==> src/hw/uiopm_pkg.sv <==
package uiopm_pkg;

  // ----------------------------------------------------------------
  // Register map
  // ----------------------------------------------------------------
  // Printed offsets are not byte addresses: they are indices, byte = 4 * index
  localparam logic [7:0]  UIOPM_IDX_WRITE   = 8'h39;
  localparam logic [7:0]  UIOPM_IDX_SET     = 8'h3a;
  localparam logic [7:0]  UIOPM_IDX_CLEAR   = 8'h3b;
  localparam logic [7:0]  UIOPM_IDX_MODE    = 8'h3c;
  localparam logic [7:0]  UIOPM_IDX_OUT     = 8'h3d;
  localparam int          UIOPM_ADDR_W      = 10;

  // ----------------------------------------------------------------
  // Field layout and reset
  // ----------------------------------------------------------------
  localparam int          UIOPM_SWAP_BIT    = 1;
  localparam int          UIOPM_SER_LO      = 2;
  localparam int          UIOPM_PUP_POS_BIT = 4;
  localparam int          UIOPM_PUP_NEG_BIT = 5;
  localparam int          UIOPM_NRM_LO      = 6;
  localparam logic [7:0]  UIOPM_RESET_VAL   = 8'h04;
  localparam logic [7:0]  UIOPM_WRITE_MASK  = 8'hfe;

  // ----------------------------------------------------------------
  // Regulator level codes
  // ----------------------------------------------------------------
  localparam logic [1:0]  UIOPM_LVL_3V3     = 2'h0;

  // Mode register fields
  localparam int          UIOPM_MODE_SER    = 0;
  localparam int          UIOPM_MODE_AUD    = 1;
  localparam int          UIOPM_MODE_TXEN   = 2;

  // AXI responses
  localparam logic [1:0]  UIOPM_RESP_OKAY   = 2'h0;
  localparam logic [1:0]  UIOPM_RESP_SLVERR = 2'h2;

endpackage

==> src/hw/uiopm_axil_slave.sv <==
`timescale 1ns/1ns
// Minimal AXI4-Lite slave: takes AW and W in any order, one write and one read at a time
module uiopm_axil_slave
  import uiopm_pkg::*;
(
  // Clock and reset
  input  wire logic                    ref_clk,
  input  wire logic                    srst,
  // Write channels
  input  wire logic [UIOPM_ADDR_W-1:0] s_axi_awaddr,
  input  wire logic                    s_axi_awvalid,
  output wire logic                    s_axi_awready,
  input  wire logic [31:0]             s_axi_wdata,
  input  wire logic [3:0]              s_axi_wstrb,
  input  wire logic                    s_axi_wvalid,
  output wire logic                    s_axi_wready,
  output logic      [1:0]              s_axi_bresp,
  output logic                         s_axi_bvalid,
  input  wire logic                    s_axi_bready,
  // Read channels
  input  wire logic [UIOPM_ADDR_W-1:0] s_axi_araddr,
  input  wire logic                    s_axi_arvalid,
  output wire logic                    s_axi_arready,
  output logic      [31:0]             s_axi_rdata,
  output logic      [1:0]              s_axi_rresp,
  output logic                         s_axi_rvalid,
  input  wire logic                    s_axi_rready,
  // Register side
  output wire logic                    wr_stb,
  output logic      [7:0]              wr_idx_ff,
  output logic      [7:0]              wr_data_ff,
  input  wire logic                    wr_ok,
  output wire logic [7:0]              rd_idx,
  input  wire logic [7:0]              rd_data,
  input  wire logic                    rd_ok
);

  logic aw_ff;
  logic w_ff;
  logic wlane_ff;

  assign s_axi_awready = !aw_ff && !s_axi_bvalid;
  assign s_axi_wready  = !w_ff && !s_axi_bvalid;
  assign wr_stb        = aw_ff && w_ff && !s_axi_bvalid;
  assign s_axi_arready = !s_axi_rvalid;
  assign rd_idx        = s_axi_araddr[UIOPM_ADDR_W-1:2];

  always_ff @(posedge ref_clk)
  begin
    if (srst)
    begin
      aw_ff        <= 1'b0;
      w_ff         <= 1'b0;
      wlane_ff     <= 1'b0;
      wr_idx_ff    <= 8'h00;
      wr_data_ff   <= 8'h00;
      s_axi_bvalid <= 1'b0;
      s_axi_bresp  <= UIOPM_RESP_OKAY;
    end
    else
    begin
      if (s_axi_awvalid && s_axi_awready)
      begin
        aw_ff     <= 1'b1;
        wr_idx_ff <= s_axi_awaddr[UIOPM_ADDR_W-1:2];
      end
      if (s_axi_wvalid && s_axi_wready)
      begin
        w_ff       <= 1'b1;
        wr_data_ff <= s_axi_wdata[7:0];
        wlane_ff   <= s_axi_wstrb[0];
      end
      if (wr_stb)
      begin
        aw_ff        <= 1'b0;
        w_ff         <= 1'b0;
        s_axi_bvalid <= 1'b1;
        s_axi_bresp  <= wr_ok ? UIOPM_RESP_OKAY : UIOPM_RESP_SLVERR;
      end
      else if (s_axi_bready)
        s_axi_bvalid <= 1'b0;
    end
  end

  always_ff @(posedge ref_clk)
  begin
    if (srst)
    begin
      s_axi_rvalid <= 1'b0;
      s_axi_rdata  <= 32'h0000_0000;
      s_axi_rresp  <= UIOPM_RESP_OKAY;
    end
    else if (s_axi_arvalid && s_axi_arready)
    begin
      s_axi_rvalid <= 1'b1;
      s_axi_rdata  <= {24'h00_0000, rd_data};
      s_axi_rresp  <= rd_ok ? UIOPM_RESP_OKAY : UIOPM_RESP_SLVERR;
    end
    else if (s_axi_rready)
      s_axi_rvalid <= 1'b0;
  end

  // The lane 0 byte strobe is kept but not acted on: a write always takes the low data byte
  wire unused_lane = wlane_ff;

endmodule

==> src/hw/uiopm_reg.sv <==
// Chosen here: the AXI4-Lite register port.
`timescale 1ns/1ns
// Behaviour
// Write, set, clear addresses; all three read
// Swap bit exchanges positive and negative lines
// Serial mode routing also follows swap
// Audio speaker pins ignore swap
// Serial level field bits 3:2, reset 01
// Entering serial with transmit enable applies field
// Audio mode holds regulator at 3.3V
// Link leaves serial mode via reset pin
// Pull-up enables; forced on in serial mode
// Normal modes use level field bits 7:6
// Normal level encoding, default 3.3V
// Set/clear touch ones only; bit 0 zero
module uiopm_reg
  import uiopm_pkg::*;
(
  // Clock and reset
  input  wire logic                    ref_clk,
  input  wire logic                    srst,
  // AXI4-Lite slave
  input  wire logic [UIOPM_ADDR_W-1:0] s_axi_awaddr,
  input  wire logic                    s_axi_awvalid,
  output wire logic                    s_axi_awready,
  input  wire logic [31:0]             s_axi_wdata,
  input  wire logic [3:0]              s_axi_wstrb,
  input  wire logic                    s_axi_wvalid,
  output wire logic                    s_axi_wready,
  output wire logic [1:0]              s_axi_bresp,
  output wire logic                    s_axi_bvalid,
  input  wire logic                    s_axi_bready,
  input  wire logic [UIOPM_ADDR_W-1:0] s_axi_araddr,
  input  wire logic                    s_axi_arvalid,
  output wire logic                    s_axi_arready,
  output wire logic [31:0]             s_axi_rdata,
  output wire logic [1:0]              s_axi_rresp,
  output wire logic                    s_axi_rvalid,
  input  wire logic                    s_axi_rready,
  // Operating mode, same clock domain
  input  wire logic                    serial_mode,
  input  wire logic                    audio_mode,
  input  wire logic                    serial_transmit_enable,
  // Transceiver line functions
  input  wire logic                    xcvr_pos_out,
  input  wire logic                    xcvr_neg_out,
  input  wire logic                    ser_tx,
  input  wire logic                    spk_left_in,
  input  wire logic                    spk_right_in,
  output logic                         line_pos_ff,
  output logic                         line_neg_ff,
  output logic                         speaker_left_pin_ff,
  output logic                         speaker_right_pin_ff,
  // Regulator and pull-ups
  output logic      [1:0]              regulated_3v3_output_ff,
  output logic                         charger_pullup_pos_en_ff,
  output logic                         charger_pullup_neg_en_ff
);

  // ------------------------------------------------------------------
  // Bus slave
  // ------------------------------------------------------------------
  wire logic       wr_stb;
  wire logic [7:0] wr_idx;
  wire logic [7:0] wr_data;
  wire logic [7:0] rd_idx;
  wire logic       wr_ok;
  wire logic       rd_ok;
  wire logic [7:0] rd_data;

  uiopm_axil_slave u_slave (
    .ref_clk       (ref_clk),
    .srst          (srst),
    .s_axi_awaddr  (s_axi_awaddr),
    .s_axi_awvalid (s_axi_awvalid),
    .s_axi_awready (s_axi_awready),
    .s_axi_wdata   (s_axi_wdata),
    .s_axi_wstrb   (s_axi_wstrb),
    .s_axi_wvalid  (s_axi_wvalid),
    .s_axi_wready  (s_axi_wready),
    .s_axi_bresp   (s_axi_bresp),
    .s_axi_bvalid  (s_axi_bvalid),
    .s_axi_bready  (s_axi_bready),
    .s_axi_araddr  (s_axi_araddr),
    .s_axi_arvalid (s_axi_arvalid),
    .s_axi_arready (s_axi_arready),
    .s_axi_rdata   (s_axi_rdata),
    .s_axi_rresp   (s_axi_rresp),
    .s_axi_rvalid  (s_axi_rvalid),
    .s_axi_rready  (s_axi_rready),
    .wr_stb        (wr_stb),
    .wr_idx_ff     (wr_idx),
    .wr_data_ff    (wr_data),
    .wr_ok         (wr_ok),
    .rd_idx        (rd_idx),
    .rd_data       (rd_data),
    .rd_ok         (rd_ok)
  );

  // ------------------------------------------------------------------
  // Control register
  // ------------------------------------------------------------------
  logic [7:0] ctrl_ff;
  logic       serial_d_ff;

  // address decode
  wire logic hit_wr  = (wr_idx == UIOPM_IDX_WRITE);
  wire logic hit_set = (wr_idx == UIOPM_IDX_SET);
  wire logic hit_clr = (wr_idx == UIOPM_IDX_CLEAR);
  assign wr_ok = hit_wr || hit_set || hit_clr;

  // one-only set and clear
  wire logic [7:0] wmask    = wr_data & UIOPM_WRITE_MASK;
  wire logic [7:0] nxt_ctrl = hit_wr  ? wmask :
                              hit_set ? (ctrl_ff | wmask) :
                              hit_clr ? (ctrl_ff & ~wmask) : ctrl_ff;

  always_ff @(posedge ref_clk)
  begin
    if (srst)
      ctrl_ff <= UIOPM_RESET_VAL;
    else if (wr_stb)
      ctrl_ff <= nxt_ctrl;
  end

  wire logic       swap    = ctrl_ff[UIOPM_SWAP_BIT];
  // serial level field
  wire logic [1:0] ser_lvl = ctrl_ff[UIOPM_SER_LO+:2];
  // normal level field
  wire logic [1:0] nrm_lvl = ctrl_ff[UIOPM_NRM_LO+:2];

  // ------------------------------------------------------------------
  // Readback
  // ------------------------------------------------------------------
  // all three addresses read the same contents
  wire logic rd_ctrl = (rd_idx == UIOPM_IDX_WRITE) || (rd_idx == UIOPM_IDX_SET) ||
                       (rd_idx == UIOPM_IDX_CLEAR);
  wire logic rd_mode = (rd_idx == UIOPM_IDX_MODE);
  wire logic rd_out  = (rd_idx == UIOPM_IDX_OUT);
  assign rd_ok   = rd_ctrl || rd_mode || rd_out;
  assign rd_data = rd_ctrl ? ctrl_ff :
                   rd_mode ? {5'h00, serial_transmit_enable, audio_mode, serial_mode} :
                   rd_out  ? {4'h0, charger_pullup_neg_en_ff, charger_pullup_pos_en_ff,
                              regulated_3v3_output_ff} : 8'h00;

  // ------------------------------------------------------------------
  // Regulator level
  // ------------------------------------------------------------------
  // Serial level latched whenever transmit enable is high in serial mode; until then the
  // normal level stays, which is why the link should leave via reset.
  logic       ser_applied_ff;
  wire logic  ser_entry = serial_mode && !serial_d_ff;
  // transmit enable at entry or later in serial mode
  wire logic  nxt_ser_applied = serial_mode &&
                                (ser_applied_ff || (ser_entry && serial_transmit_enable) ||
                                 serial_transmit_enable);
  // audio forces 3.3V
  wire logic [1:0] nxt_lvl = audio_mode      ? UIOPM_LVL_3V3 :
                             nxt_ser_applied ? ser_lvl :
                             nrm_lvl;

  always_ff @(posedge ref_clk)
  begin
    if (srst)
    begin
      serial_d_ff             <= 1'b0;
      ser_applied_ff          <= 1'b0;
      regulated_3v3_output_ff <= UIOPM_LVL_3V3;
    end
    else
    begin
      serial_d_ff             <= serial_mode;
      ser_applied_ff          <= nxt_ser_applied;
      // normal modes follow bits 7:6
      regulated_3v3_output_ff <= nxt_lvl;
    end
  end

  // ------------------------------------------------------------------
  // Lines and pull-ups
  // ------------------------------------------------------------------
  // line sources: serial transmit or transceiver, swapped at the flops below
  wire logic src_pos = serial_mode ? ser_tx : xcvr_pos_out;
  wire logic src_neg = serial_mode ? 1'b1 : xcvr_neg_out;
  // pull-ups forced in serial mode
  wire logic nxt_pup_pos = ctrl_ff[UIOPM_PUP_POS_BIT] || serial_mode;
  wire logic nxt_pup_neg = ctrl_ff[UIOPM_PUP_NEG_BIT] || serial_mode;

  always_ff @(posedge ref_clk)
  begin
    if (srst)
    begin
      line_pos_ff              <= 1'b0;
      line_neg_ff              <= 1'b0;
      speaker_left_pin_ff      <= 1'b0;
      speaker_right_pin_ff     <= 1'b0;
      charger_pullup_pos_en_ff <= 1'b0;
      charger_pullup_neg_en_ff <= 1'b0;
    end
    else
    begin
      // serial routing swapped too
      line_pos_ff              <= swap ? src_neg : src_pos;
      line_neg_ff              <= swap ? src_pos : src_neg;
      // speakers never swap
      speaker_left_pin_ff      <= audio_mode ? spk_left_in : 1'b0;
      speaker_right_pin_ff     <= audio_mode ? spk_right_in : 1'b0;
      charger_pullup_pos_en_ff <= nxt_pup_pos;
      charger_pullup_neg_en_ff <= nxt_pup_neg;
    end
  end

  // ------------------------------------------------------------------
  // Checks
  // ------------------------------------------------------------------
  bit0_zero_a: assert property (@(posedge ref_clk) disable iff (srst)
    ctrl_ff[0] == 1'b0) else $error("reserved bit set");

  set_only_a: assert property (@(posedge ref_clk) disable iff (srst)
    wr_stb && hit_set |=> ctrl_ff == ($past(ctrl_ff) | ($past(wr_data) & 8'hfe)))
    else $error("set write wrong");

  clr_only_a: assert property (@(posedge ref_clk) disable iff (srst)
    wr_stb && hit_clr |=> ctrl_ff == ($past(ctrl_ff) & ~$past(wr_data)))
    else $error("clear write wrong");

  direct_wr_a: assert property (@(posedge ref_clk) disable iff (srst)
    wr_stb && hit_wr |=> ctrl_ff == ($past(wr_data) & 8'hfe))
    else $error("direct write wrong");

  audio_level_a: assert property (@(posedge ref_clk) disable iff (srst)
    audio_mode |=> regulated_3v3_output_ff == 2'h0) else $error("audio level not 3v3");

  normal_level_a: assert property (@(posedge ref_clk) disable iff (srst)
    !audio_mode && !serial_mode |=> regulated_3v3_output_ff == $past(ctrl_ff[7:6]))
    else $error("normal level wrong");

  serial_level_a: assert property (@(posedge ref_clk) disable iff (srst)
    !audio_mode && serial_mode && serial_transmit_enable
    |=> regulated_3v3_output_ff == $past(ctrl_ff[3:2])) else $error("serial level wrong");

  pullup_force_a: assert property (@(posedge ref_clk) disable iff (srst)
    serial_mode |=> charger_pullup_pos_en_ff && charger_pullup_neg_en_ff)
    else $error("pull-ups not forced");

  swap_lines_a: assert property (@(posedge ref_clk) disable iff (srst)
    !serial_mode && ctrl_ff[1] |=> line_pos_ff == $past(xcvr_neg_out) &&
    line_neg_ff == $past(xcvr_pos_out)) else $error("swap wrong");

  speaker_fixed_a: assert property (@(posedge ref_clk) disable iff (srst)
    audio_mode |=> speaker_left_pin_ff == $past(spk_left_in)) else $error("speaker swapped");

  // ------------------------------------------------------------------
  // Reset, bus access, routing, pull-up and serial level checks
  // ------------------------------------------------------------------
  ctrl_reset_a: assert property (@(posedge ref_clk)
    srst |=> ctrl_ff == UIOPM_RESET_VAL)
    else $error("control reset wrong");

  level_reset_a: assert property (@(posedge ref_clk)
    srst |=> regulated_3v3_output_ff == UIOPM_LVL_3V3 && !charger_pullup_pos_en_ff)
    else $error("level reset wrong");

  bad_write_a: assert property (@(posedge ref_clk) disable iff (srst)
    wr_stb && !wr_ok |=> ctrl_ff == $past(ctrl_ff))
    else $error("unmapped write changed register");

  ctrl_read_a: assert property (@(posedge ref_clk) disable iff (srst)
    s_axi_arvalid && s_axi_arready && rd_ctrl |=> s_axi_rdata[7:0] == $past(ctrl_ff))
    else $error("readback wrong");

  bad_read_a: assert property (@(posedge ref_clk) disable iff (srst)
    s_axi_arvalid && s_axi_arready && !rd_ok |=> s_axi_rresp == UIOPM_RESP_SLVERR)
    else $error("unmapped read not refused");

  straight_lines_a: assert property (@(posedge ref_clk) disable iff (srst)
    !serial_mode && !swap |=> line_pos_ff == $past(xcvr_pos_out) &&
    line_neg_ff == $past(xcvr_neg_out)) else $error("lines swapped");

  serial_route_a: assert property (@(posedge ref_clk) disable iff (srst)
    serial_mode && swap |=> line_pos_ff && line_neg_ff == $past(ser_tx))
    else $error("serial swap wrong");

  serial_plain_a: assert property (@(posedge ref_clk) disable iff (srst)
    serial_mode && !swap |=> line_neg_ff && line_pos_ff == $past(ser_tx))
    else $error("serial routing wrong");

  pullup_bits_a: assert property (@(posedge ref_clk) disable iff (srst)
    !serial_mode |=> charger_pullup_pos_en_ff == $past(ctrl_ff[UIOPM_PUP_POS_BIT]) &&
    charger_pullup_neg_en_ff == $past(ctrl_ff[UIOPM_PUP_NEG_BIT]))
    else $error("pull-up bits wrong");

  speaker_right_a: assert property (@(posedge ref_clk) disable iff (srst)
    audio_mode |=> speaker_right_pin_ff == $past(spk_right_in))
    else $error("right speaker wrong");

  speaker_mute_a: assert property (@(posedge ref_clk) disable iff (srst)
    !audio_mode |=> !speaker_left_pin_ff && !speaker_right_pin_ff)
    else $error("speakers not idle");

  serial_hold_a: assert property (@(posedge ref_clk) disable iff (srst)
    serial_mode && ser_applied_ff && !audio_mode |=> regulated_3v3_output_ff == $past(ser_lvl))
    else $error("serial level not held");

endmodule

==> config.mk <==
export PLATFORM = sky130hd
export DESIGN_NAME = uiopm_reg
export DESIGN_NICKNAME = d
export VERILOG_FILES = /design/src/hw/uiopm_pkg.sv /design/src/hw/uiopm_axil_slave.sv /design/src/hw/uiopm_reg.sv
export SDC_FILE = /design/constraint.sdc
export NUM_CORES = 1
export LEC_CHECK = 0
export BUFFER_PORTS_ARGS = -buffer_cell sky130_fd_sc_hd__buf_2
export CAP_MARGIN = 20
export CORE_MARGIN = 5
export CORE_UTILIZATION = 30
export CTS_BUF_LIST = sky130_fd_sc_hd__clkbuf_2 sky130_fd_sc_hd__clkbuf_4 sky130_fd_sc_hd__clkbuf_8
export CTS_CLUSTER_SIZE = 16
export DETAILED_ROUTE_END_ITERATION = 10
export REMOVE_ABC_BUFFERS = 1
export SLEW_MARGIN = 30
export SYNTH_ARGS = -nofsm -noshare
export SYNTH_HDL_FRONTEND = slang
export SYNTH_HIERARCHICAL = 1
export SYNTH_SLANG_ARGS = --single-unit
==> constraint.sdc <==
create_clock -name ref_clk -period 3.03 [get_ports ref_clk]
set_clock_uncertainty 0.1 [all_clocks]
set_input_delay 0.7575 -clock ref_clk [delete_from_list [all_inputs] [get_ports ref_clk]]
set_output_delay 0.7575 -clock ref_clk [all_outputs]
set_load 0.02 [all_outputs]
==> impl_metrics.prom, run 1 <==
# TYPE chip_impl_metric gauge
chip_impl_metric{name="timing.critical_path.slowest_cell_delay",unit="ns"} 0.54
chip_impl_metric{name="critical_path.n_buffers_inverters",unit=""} 1
chip_impl_metric{name="ir_worst_vdd",unit="mV"} 0.174
chip_impl_info{name="crit_path_cell_trace",value="buf_2"} 1
chip_impl_metric{name="grt_first_pass_wirelength",unit="um"} 7590
chip_impl_metric{name="grt_start_max_net_pins",unit=""} 46
chip_impl_metric{name="fin_tns_setup",unit="ns"} 0
chip_impl_info{name="cpLargestDelayFamily",value="flip-flops"} 1
chip_impl_metric{name="worst_skew_pair.late_latency",unit="ns"} 0.29
chip_impl_metric{name="synth.cell_area",unit="sq um"} 2220
chip_impl_metric{name="floorplan.rows",unit=""} 31
chip_impl_info{name="cts_root_buf",value="clkbuf_8"} 1
chip_impl_metric{name="post-route-cell-area",unit="sq um"} 2490
chip_impl_info{name="hold_class",value="reg -> reg"} 1
chip_impl_metric{name="post_cts_hold_buffer_count",unit=""} 0
chip_impl_info{name="worstSetupEndpointType",value="primary output"} 1
chip_impl_metric{name="io_buffer_count",unit=""} 60
chip_impl_metric{name="via_per_inst",unit=""} 4.36
chip_impl_metric{name="firstDrtPassIters",unit=""} 4
chip_impl_metric{name="core",unit="sq um"} 7210
chip_impl_metric{name="met3_wirelength",unit="um"} 486
chip_impl_metric{name="syn-mean-instance-area",unit="sq um"} 8.51
chip_impl_metric{name="worst_setup_hold_path_clk_slew",unit="ns"} 0.08
chip_impl_metric{name="final_layout_size_suffix_gt1_share",unit="%"} 25.6
chip_impl_metric{name="finalWirelength",unit="um"} 4830
chip_impl_metric{name="max-slew-margin-rel",unit="%"} 44.6
chip_impl_info{name="worst-setup-path-type",value="reg -> out"} 1
chip_impl_metric{name="final_weighted_congestion_in_routability_driven_placement",unit=""} 0.770
chip_impl_metric{name="crit_fanout",unit=""} 11
chip_impl_metric{name="worst-endpoint-arrival",unit="ns"} 1.07
chip_impl_metric{name="postCtsSetupRepairBufs",unit=""} 0
chip_impl_info{name="clock_tree_from_tritoncts",value="built"} 1
chip_impl_metric{name="h_tree_level_count",unit=""} 2
chip_impl_info{name="top_metal_layer_carrying_routed_signals",value="met4"} 1
chip_impl_metric{name="die-area",unit="sq um"} 9230
chip_impl_metric{name="wl_met1",unit="um"} 2320
chip_impl_metric{name="cts_made_buffers",unit=""} 5
chip_impl_metric{name="maxCapViolCount",unit=""} 0
chip_impl_metric{name="initial_utilization",unit="%"} 30.8
chip_impl_info{name="startpoint_type",value="flop"} 1
chip_impl_metric{name="routed-via-count",unit=""} 1775
chip_impl_metric{name="finalSetupViolations",unit=""} 0
chip_impl_metric{name="chip_width",unit="um"} 96.1
chip_impl_info{name="worst_path_max_delay_cell",value="dfxtp_1"} 1
chip_impl_metric{name="required_worst_endpoint",unit="ns"} 2.17
chip_impl_metric{name="place_area",unit="sq um"} 2400
chip_impl_metric{name="maxClockFrequency",unit="MHz"} 520
chip_impl_metric{name="seq_area",unit="sq um"} 901
chip_impl_metric{name="detail-route-antenna-nets",unit=""} 0
chip_impl_metric{name="worst_pin_slew",unit="ns"} 0.831
chip_impl_metric{name="post_route_fraction_of_the_period_consumed_by_the_critical_path",unit="%"} 63.5
chip_impl_metric{name="antenna_found_initial",unit=""} 0
chip_impl_metric{name="wl_per_cell",unit="um"} 11.9
chip_impl_metric{name="place_hpwl",unit="um"} 3630
chip_impl_metric{name="die_height",unit="um"} 96.1
chip_impl_metric{name="multi_input_comb_area",unit="sq um"} 1060
chip_impl_metric{name="antenna-diode-count",unit=""} 0
chip_impl_metric{name="synth_cells",unit=""} 261
chip_impl_metric{name="report.final.hold_viol_count",unit=""} 0
chip_impl_metric{name="grt_ovf",unit=""} 0
chip_impl_metric{name="first_global_vias",unit=""} 1699
chip_impl_metric{name="cts_sinks",unit=""} 45
chip_impl_metric{name="final.fill_count",unit=""} 801
chip_impl_metric{name="detailedRoute.firstIterationViolations",unit=""} 38
chip_impl_metric{name="drv_slew",unit=""} 0
chip_impl_info{name="grt_setup_unrepaired",value="false"} 1
chip_impl_metric{name="layout.nets",unit=""} 378
chip_impl_metric{name="post-route-drc-count",unit=""} 0
chip_impl_metric{name="period_minus_slack",unit="ns"} 1.92
chip_impl_metric{name="post_cts_resized",unit=""} 0
chip_impl_metric{name="areaGrowthSynthToFinish",unit="%"} 12.0
chip_impl_metric{name="cellPowerDensity",unit="nW/um^2"} 473
chip_impl_metric{name="grt.total_usage",unit="%"} 10.5
chip_impl_info{name="run_status",value="complete, no violations"} 1
chip_impl_metric{name="max-clock-path-buffers",unit=""} 2
chip_impl_metric{name="routed-wl-met2",unit="um"} 1970
chip_impl_metric{name="static-leakage-power",unit="nW"} 1.09
chip_impl_metric{name="synthesis.yosys.warnings",unit=""} 6
chip_impl_metric{name="fin_total_pwr",unit="mW"} 1.18
chip_impl_metric{name="design.portCount",unit=""} 120
registers in the layout (all words and copies together), names as in the netlist, 2 cells and up:
register / cells
ctrl_ff: 7
regulated_3v3_output_ff: 2
u_slave/s_axi_rdata: 8
u_slave/wr_idx_ff: 8
u_slave/wr_data_ff: 7
worst paths after layout:
kind	startpoint	to	slack (ns)	cells past startpoint
hold reg to reg	u_slave/s_axi_rdata[0]	u_slave/s_axi_rdata[0]	0.35	2
setup reg to reg	u_slave/s_axi_bvalid	ctrl_ff[2]	1.30	4
hold / removal	u_slave/s_axi_rdata[0]	u_slave/s_axi_rdata[0]	0.35	2
setup / recovery	u_slave/s_axi_bvalid	s_axi_bvalid	1.11	1
routing by layer:
| metal | vias to the layer above | GRT usage [%] |
|---|---|---|
| met5 | - | 0 |
| met4 | 0 | 3.55 |
| met3 | 5 | 3.52 |
| met2 | 64 | 16.5 |
| met1 | 781 | 13.4 |
| li1 | 925 | - |
area by class of cell:
type,count,area share (%)
multi-input combinational,191,42.7
sequential,45,36.2
inverter,4,0.603
clock inverter,2,0.402
timing repair buffer,60,12.1
clock buffer,6,3.07
tap,99,4.98
cells in the final DEF (no fill, tap or decap), types with 2 or more instances in the layout:
master	instances
a41oi_2	2
nand2b_1	2
and3b_1	3
inv_1	4
a21oi_2	2
conb_1	26
nand2_1	46
xnor2_1	2
nand4_1	4
o31ai_1	4
nor2b_1	8
nor3_1	3
dfxtp_1	45
mux2i_1	3
or3b_1	2
nor2_1	18
clkinv_2	2
clkbuf_8	5
and3_1	5
buf_2	60
a211oi_1	5
a22oi_1	2
mux2_2	3
nor3b_2	2
o21ai_0	3
a21oi_1	29
through the flow:
stage          util, %  setup WS, ns  std cells  hold slack [ns]
3_3_place_gp      33.3          1.15        399            0.342
3_5_place_dp      33.3          1.13        399            0.346
5_1_grt           34.5          1.03        407            0.387
4_1_cts           34.5          1.08        407            0.358
2_1_floorplan        -          1.33        240            0.334
6_report          34.5          1.11        407            0.353
power by group:
part	switching, mW	total [mW]	leakage (nW)	internal (mW)
Combinational	0.114	0.176	0.674	0.0620
Clock	0.194	0.363	0.0484	0.169
Sequential	0.0227	0.638	0.368	0.616
(Power assumes the default switching activity.)
==> run 2, diff against run 1 <==
ABC_AREA = 1   (was not set)
clock period = 1.6 ns   (was 3.03 ns; I/O delays follow)
==> impl_metrics.prom, run 2 <==
# TYPE chip_impl_metric gauge
chip_impl_info{name="grt_setup_unrepaired",value="false"} 1
chip_impl_metric{name="detailedRoute.firstIterationViolations",unit=""} 34
chip_impl_metric{name="drv_slew",unit=""} 0
chip_impl_metric{name="cellPowerDensity",unit="nW/um^2"} 949
chip_impl_metric{name="share_seq_of_total_power",unit="%"} 47.9
chip_impl_metric{name="h_tree_level_count",unit=""} 2
chip_impl_metric{name="post_route_fraction_of_the_period_consumed_by_the_critical_path",unit="%"} 96.1
chip_impl_metric{name="worst-endpoint-arrival",unit="ns"} 1.04
chip_impl_metric{name="maxCapViolCount",unit=""} 0
chip_impl_info{name="crit_end",value="s_axi_awready"} 1
chip_impl_metric{name="design.portCount",unit=""} 120
chip_impl_info{name="final_common_cell",value="buf_2"} 1
chip_impl_info{name="cts_root_buf",value="clkbuf_8"} 1
chip_impl_info{name="r2r_end",value="ctrl_ff[6]"} 1
chip_impl_metric{name="antenna-diode-count",unit=""} 0
chip_impl_metric{name="worst_setup_hold_path_clk_slew",unit="ns"} 0.08
chip_impl_metric{name="detail-route-antenna-nets",unit=""} 0
chip_impl_metric{name="finalSetupViolations",unit=""} 0
chip_impl_metric{name="maxClockFrequency",unit="MHz"} 650
chip_impl_metric{name="report.final.hold_viol_count",unit=""} 0
chip_impl_metric{name="firstDrtPassIters",unit=""} 5
chip_impl_metric{name="layout.nets",unit=""} 462
chip_impl_metric{name="post_cts_resized",unit=""} 0
chip_impl_metric{name="post-route-drc-count",unit=""} 0
chip_impl_metric{name="synth_cells",unit=""} 333
chip_impl_metric{name="crit_fanout",unit=""} 5
chip_impl_metric{name="floorplan.rows",unit=""} 32
chip_impl_info{name="cp_launch_point",value="u_slave/s_axi_bvalid"} 1
chip_impl_info{name="clock_tree_from_tritoncts",value="built"} 1
chip_impl_metric{name="grt_ovf",unit=""} 0
chip_impl_metric{name="holdWs",unit="ns"} 0.242
chip_impl_metric{name="wl_per_cell",unit="um"} 10.0
chip_impl_metric{name="worst_skew_pair.late_latency",unit="ns"} 0.29
chip_impl_metric{name="fin_tns_setup",unit="ns"} 0
chip_impl_metric{name="via_per_inst",unit=""} 4.17
chip_impl_metric{name="cts_made_buffers",unit=""} 5
chip_impl_info{name="startpoint_type",value="flop"} 1
chip_impl_metric{name="place_hpwl",unit="um"} 3840
chip_impl_metric{name="chip_width",unit="um"} 98.0
chip_impl_metric{name="ir_worst_vdd",unit="mV"} 0.410
chip_impl_info{name="reg_to_reg_start",value="u_slave/aw_ff"} 1
chip_impl_metric{name="antenna_found_initial",unit=""} 0
chip_impl_metric{name="grt_first_pass_wirelength",unit="um"} 8110
chip_impl_info{name="mostFrequentLayoutCells",value="buf_2 (59), nor2_1 (54), nand2_1 (54), dfxtp_1 (45), inv_1 (41)"} 1
chip_impl_metric{name="ff2ff_setup_slack",unit="ns"} 0.20
chip_impl_metric{name="p_switching",unit="mW"} 0.713
chip_impl_info{name="run_status",value="complete, no violations"} 1
chip_impl_metric{name="period_minus_slack",unit="ns"} 1.54
chip_impl_metric{name="grt_start_max_net_pins",unit=""} 18
chip_impl_metric{name="areaGrowthSynthToFinish",unit="%"} 16.7
chip_impl_metric{name="finalWirelength",unit="um"} 4950
chip_impl_metric{name="final_layout_size_suffix_gt1_share",unit="%"} 22.4
chip_impl_metric{name="cell_internal_pwr",unit="mW"} 1.86
chip_impl_metric{name="static-leakage-power",unit="nW"} 1.35
chip_impl_info{name="worst-setup-path-type",value="reg -> out"} 1
chip_impl_metric{name="synth.cell_area",unit="sq um"} 2320
chip_impl_metric{name="layout.core_utilization",unit="%"} 35.5
chip_impl_metric{name="clock_power_share",unit="%"} 34.4
chip_impl_metric{name="initial_utilization",unit="%"} 30.4
chip_impl_metric{name="first_global_vias",unit=""} 1786
chip_impl_metric{name="p_comb_share",unit="%"} 17.7
chip_impl_metric{name="post_cts_hold_buffer_count",unit=""} 0
chip_impl_metric{name="cts_sinks",unit=""} 45
chip_impl_info{name="worstSetupEndpointType",value="primary output"} 1
chip_impl_metric{name="syn-mean-instance-area",unit="sq um"} 6.98
chip_impl_metric{name="routed-via-count",unit=""} 2062
chip_impl_metric{name="synthesis.yosys.warnings",unit=""} 6
chip_impl_metric{name="io_buffer_count",unit=""} 60
chip_impl_metric{name="fin_total_pwr",unit="mW"} 2.57
chip_impl_metric{name="required_worst_endpoint",unit="ns"} 1.10
chip_impl_metric{name="place.detailed.instances",unit=""} 485
chip_impl_metric{name="core",unit="sq um"} 7650
chip_impl_info{name="hold_class",value="in -> reg"} 1
chip_impl_metric{name="final_weighted_congestion_in_routability_driven_placement",unit=""} 0.839
chip_impl_metric{name="post_layout_nonfiller_instances",unit=""} 494
chip_impl_metric{name="die_height",unit="um"} 98.0
chip_impl_metric{name="max-clock-path-buffers",unit=""} 2
chip_impl_metric{name="r2r_cells",unit=""} 6
chip_impl_metric{name="postCtsSetupRepairBufs",unit=""} 0
chip_impl_info{name="biggestRegsByFlops",value="u_slave/s_axi_rdata (8), u_slave/wr_idx_ff (8)"} 1
chip_impl_metric{name="proportion_of_total_power_due_to_net_switching",unit="%"} 27.7
chip_impl_metric{name="die-area",unit="sq um"} 9610
chip_impl_metric{name="grt.total_usage",unit="%"} 10.1
[run 2: power by group through the flow]
| stage | clock (mW) | combinational [mW] | sequential (mW) |
|---|---|---|---|
| 3_5_place_dp | 0 | 0.456 | 1.26 |
| 4_1_cts | 0.924 | 0.456 | 1.23 |
| 6_report | 0.886 | 0.456 | 1.23 |
| 3_3_place_gp | 0 | 0.450 | 1.26 |
| 2_1_floorplan | 0 | 0.251 | 1.29 |
| 5_1_grt | 0.976 | 0.513 | 1.24 |
[run 2: per-layer routing]
metal | vias up | track usage [%] | share of wire, %
met5 | - | 0 | 0
met4 | 0 | 3.62 | 1.5
met3 | 6 | 3.79 | 8.2
met2 | 68 | 14.7 | 44
met1 | 895 | 13.7 | 47
li1 | 1093 | - | -
[run 2: layout make-up]
cell class                 count  area [sq um]
sequential                    45           901
fill                         878          4930
clock buffer                   6          82.6
tap                          102           128
inverter                      43           161
multi-input combinational    226          1020
timing repair buffer          70           378
clock inverter                 2          37.5
[run 2: metrics by stage]
stage | worst slack, ns | cell area, sq um
finish | 0.0619 | 2710
global placement | 0.129 | 2580
floorplan | 0.231 | 2070
detailed placement | 0.110 | 2580
global route | 0.00245 | 2710
CTS | 0.0401 | 2700
[run 2: worst max-delay path, stage by stage, from the launching register on]
cell	delay (ns)
dfxtp_1	0.33
buf_4	0.16
nor2_4	0.09
buf_2	0.17
[run 2: worst min path at each step]
stage	from	slack, ns	end	depth (start not counted)
6_report	spk_right_in	0.24	speaker_right_pin_ff	2
5_1_grt	spk_right_in	0.24	speaker_right_pin_ff	2
2_1_floorplan	ctrl_ff[2]	0.33	ctrl_ff[2]	2
3_3_place_gp	ctrl_ff[2]	0.35	ctrl_ff[2]	2
3_5_place_dp	ctrl_ff[2]	0.36	ctrl_ff[2]	2
4_1_cts	spk_right_in	0.23	speaker_right_pin_ff	2
==> run 3, diff against run 2 <==
RECOVER_POWER = 100   (was not set)
==> impl_metrics.prom, run 3 (synthesis results as in run 2) <==
# TYPE chip_impl_metric gauge
chip_impl_metric{name="grt_ovf",unit=""} 0
chip_impl_metric{name="ff2ff_setup_slack",unit="ns"} 0.20
chip_impl_metric{name="chip_width",unit="um"} 98.0
chip_impl_metric{name="antenna-diode-count",unit=""} 0
chip_impl_metric{name="period_minus_slack",unit="ns"} 1.54
chip_impl_metric{name="p_switching",unit="mW"} 0.715
chip_impl_metric{name="worst_setup_hold_path_clk_slew",unit="ns"} 0.08
chip_impl_metric{name="h_tree_level_count",unit=""} 2
chip_impl_info{name="biggestRegsByFlops",value="u_slave/s_axi_rdata (8), u_slave/wr_idx_ff (8)"} 1
chip_impl_metric{name="grt_first_pass_wirelength",unit="um"} 8110
chip_impl_metric{name="design.portCount",unit=""} 120
chip_impl_metric{name="postCtsSetupRepairBufs",unit=""} 0
chip_impl_metric{name="worst-endpoint-arrival",unit="ns"} 1.04
chip_impl_metric{name="cts_made_buffers",unit=""} 5
chip_impl_metric{name="finalWirelength",unit="um"} 4970
chip_impl_metric{name="io_buffer_count",unit=""} 60
chip_impl_metric{name="proportion_of_total_power_due_to_net_switching",unit="%"} 27.9
chip_impl_metric{name="worst_skew_pair.late_latency",unit="ns"} 0.29
chip_impl_metric{name="drv_slew",unit=""} 0
chip_impl_metric{name="core",unit="sq um"} 7650
chip_impl_metric{name="share_seq_of_total_power",unit="%"} 48.2
chip_impl_metric{name="place_hpwl",unit="um"} 3840
chip_impl_metric{name="holdWs",unit="ns"} 0.242
chip_impl_metric{name="max-clock-path-buffers",unit=""} 2
chip_impl_metric{name="wl_per_cell",unit="um"} 10.1
chip_impl_metric{name="grt.total_usage",unit="%"} 10.1
chip_impl_metric{name="clock_power_share",unit="%"} 34.7
chip_impl_metric{name="cell_internal_pwr",unit="mW"} 1.84
chip_impl_metric{name="p_comb_share",unit="%"} 17.1
chip_impl_metric{name="layout.nets",unit=""} 462
chip_impl_metric{name="detailedRoute.firstIterationViolations",unit=""} 36
chip_impl_info{name="final_common_cell",value="nor2_1"} 1
chip_impl_info{name="worstSetupEndpointType",value="primary output"} 1
chip_impl_info{name="crit_path_cell_trace",value="buf_4, nor2_4, buf_2"} 1
chip_impl_metric{name="routed-via-count",unit=""} 2060
chip_impl_metric{name="cellPowerDensity",unit="nW/um^2"} 960
chip_impl_metric{name="cts_sinks",unit=""} 45
chip_impl_info{name="worst-setup-path-type",value="reg -> out"} 1
chip_impl_metric{name="first_global_vias",unit=""} 1786
chip_impl_metric{name="firstDrtPassIters",unit=""} 5
chip_impl_info{name="mostFrequentLayoutCells",value="nor2_1 (55), nand2_1 (54), dfxtp_1 (45), inv_1 (41), buf_2 (37)"} 1
chip_impl_metric{name="die-area",unit="sq um"} 9610
chip_impl_info{name="cts_root_buf",value="clkbuf_8"} 1
chip_impl_info{name="startpoint_type",value="flop"} 1
chip_impl_metric{name="ir_worst_vdd",unit="mV"} 0.410
chip_impl_info{name="hold_class",value="in -> reg"} 1
chip_impl_metric{name="areaGrowthSynthToFinish",unit="%"} 14.7
chip_impl_metric{name="static-leakage-power",unit="nW"} 1.26
chip_impl_metric{name="grt_start_max_net_pins",unit=""} 18
chip_impl_info{name="cpLargestDelayFamily",value="flip-flops"} 1
chip_impl_metric{name="initial_utilization",unit="%"} 30.4
chip_impl_metric{name="final_layout_size_suffix_gt1_share",unit="%"} 15.8
chip_impl_metric{name="post_route_fraction_of_the_period_consumed_by_the_critical_path",unit="%"} 96.0
chip_impl_metric{name="maxClockFrequency",unit="MHz"} 651
chip_impl_metric{name="critical_path.n_buffers_inverters",unit=""} 2
chip_impl_metric{name="detail-route-antenna-nets",unit=""} 0
chip_impl_metric{name="antenna_found_initial",unit=""} 0
chip_impl_info{name="worst_path_max_delay_cell",value="dfxtp_1"} 1
chip_impl_metric{name="report.final.hold_viol_count",unit=""} 0
chip_impl_metric{name="post_cts_resized",unit=""} 0
chip_impl_metric{name="required_worst_endpoint",unit="ns"} 1.10
chip_impl_metric{name="fin_total_pwr",unit="mW"} 2.56
chip_impl_metric{name="via_per_inst",unit=""} 4.17
chip_impl_metric{name="finalSetupViolations",unit=""} 0
chip_impl_metric{name="timing.critical_path.slowest_cell_delay",unit="ns"} 0.33
chip_impl_metric{name="die_height",unit="um"} 98.0
chip_impl_metric{name="crit_fanout",unit=""} 5
chip_impl_metric{name="maxCapViolCount",unit=""} 0
chip_impl_metric{name="post-route-drc-count",unit=""} 0
chip_impl_metric{name="post_cts_hold_buffer_count",unit=""} 0
chip_impl_info{name="run_status",value="complete, no violations"} 1
chip_impl_info{name="clock_tree_from_tritoncts",value="built"} 1
chip_impl_metric{name="floorplan.rows",unit=""} 32
chip_impl_metric{name="final_weighted_congestion_in_routability_driven_placement",unit=""} 0.839
## run 3: cell count changes in the layout (fill, tap and decap cells not counted), sizes merged
cell / delta
buf: -27
clkbuf: +27
## run 3: final cells by class
| class | count | area [sq um] |
|---|---|---|
| Sequential cell | 45 | 901 |
| Inverter | 43 | 161 |
| Multi-Input combinational cell | 226 | 1020 |
| Fill cell | 894 | 4980 |
| Clock inverter | 2 | 37.5 |
| Clock buffer | 6 | 82.6 |
| Timing Repair Buffer | 70 | 334 |
| Tap cell | 102 | 128 |
## run 3: final timing paths
kind / from / end / depth (start not counted)
worst max-delay path: u_slave/s_axi_bvalid / s_axi_awready / 3
worst max register to register: u_slave/aw_ff / ctrl_ff[6] / 6
worst min-delay path: spk_right_in / speaker_right_pin_ff / 2
worst min register to register: ctrl_ff[4] / ctrl_ff[4] / 2
## run 3: layer usage
| metal | vias to the layer above | GRT usage [%] | share of wire [%] | wire length [um] |
|---|---|---|---|---|
| met5 | - | 0 | 0 | 0 |
| met4 | 0 | 3.62 | 1.6 | 80 |
| met3 | 8 | 3.79 | 8.4 | 418 |
| met2 | 69 | 14.7 | 43 | 2150 |
| met1 | 888 | 13.7 | 47 | 2320 |
| li1 | 1095 | - | - | - |
## run 3: stage by stage
step	worst slack, ns	cells	instance area, sq um	TNS [ns]	util, %
5_1_grt	-0.00487	494	2670	-0.00713	34.9
2_1_floorplan	0.231	313	2070	0	-
3_5_place_dp	0.110	485	2580	0	33.7
4_1_cts	0.0401	493	2700	0	35.3
3_3_place_gp	0.129	485	2580	0	33.7
6_report	0.0640	494	2670	0	34.9
## run 3: power groups by stage
stage / logic, mW / clock network (mW) / registers (mW)
4_1_cts: 0.456 / 0.924 / 1.23
6_report: 0.439 / 0.887 / 1.23
3_3_place_gp: 0.450 / 0 / 1.26
2_1_floorplan: 0.251 / 0 / 1.29
3_5_place_dp: 0.456 / 0 / 1.26
5_1_grt: 0.496 / 0.976 / 1.24
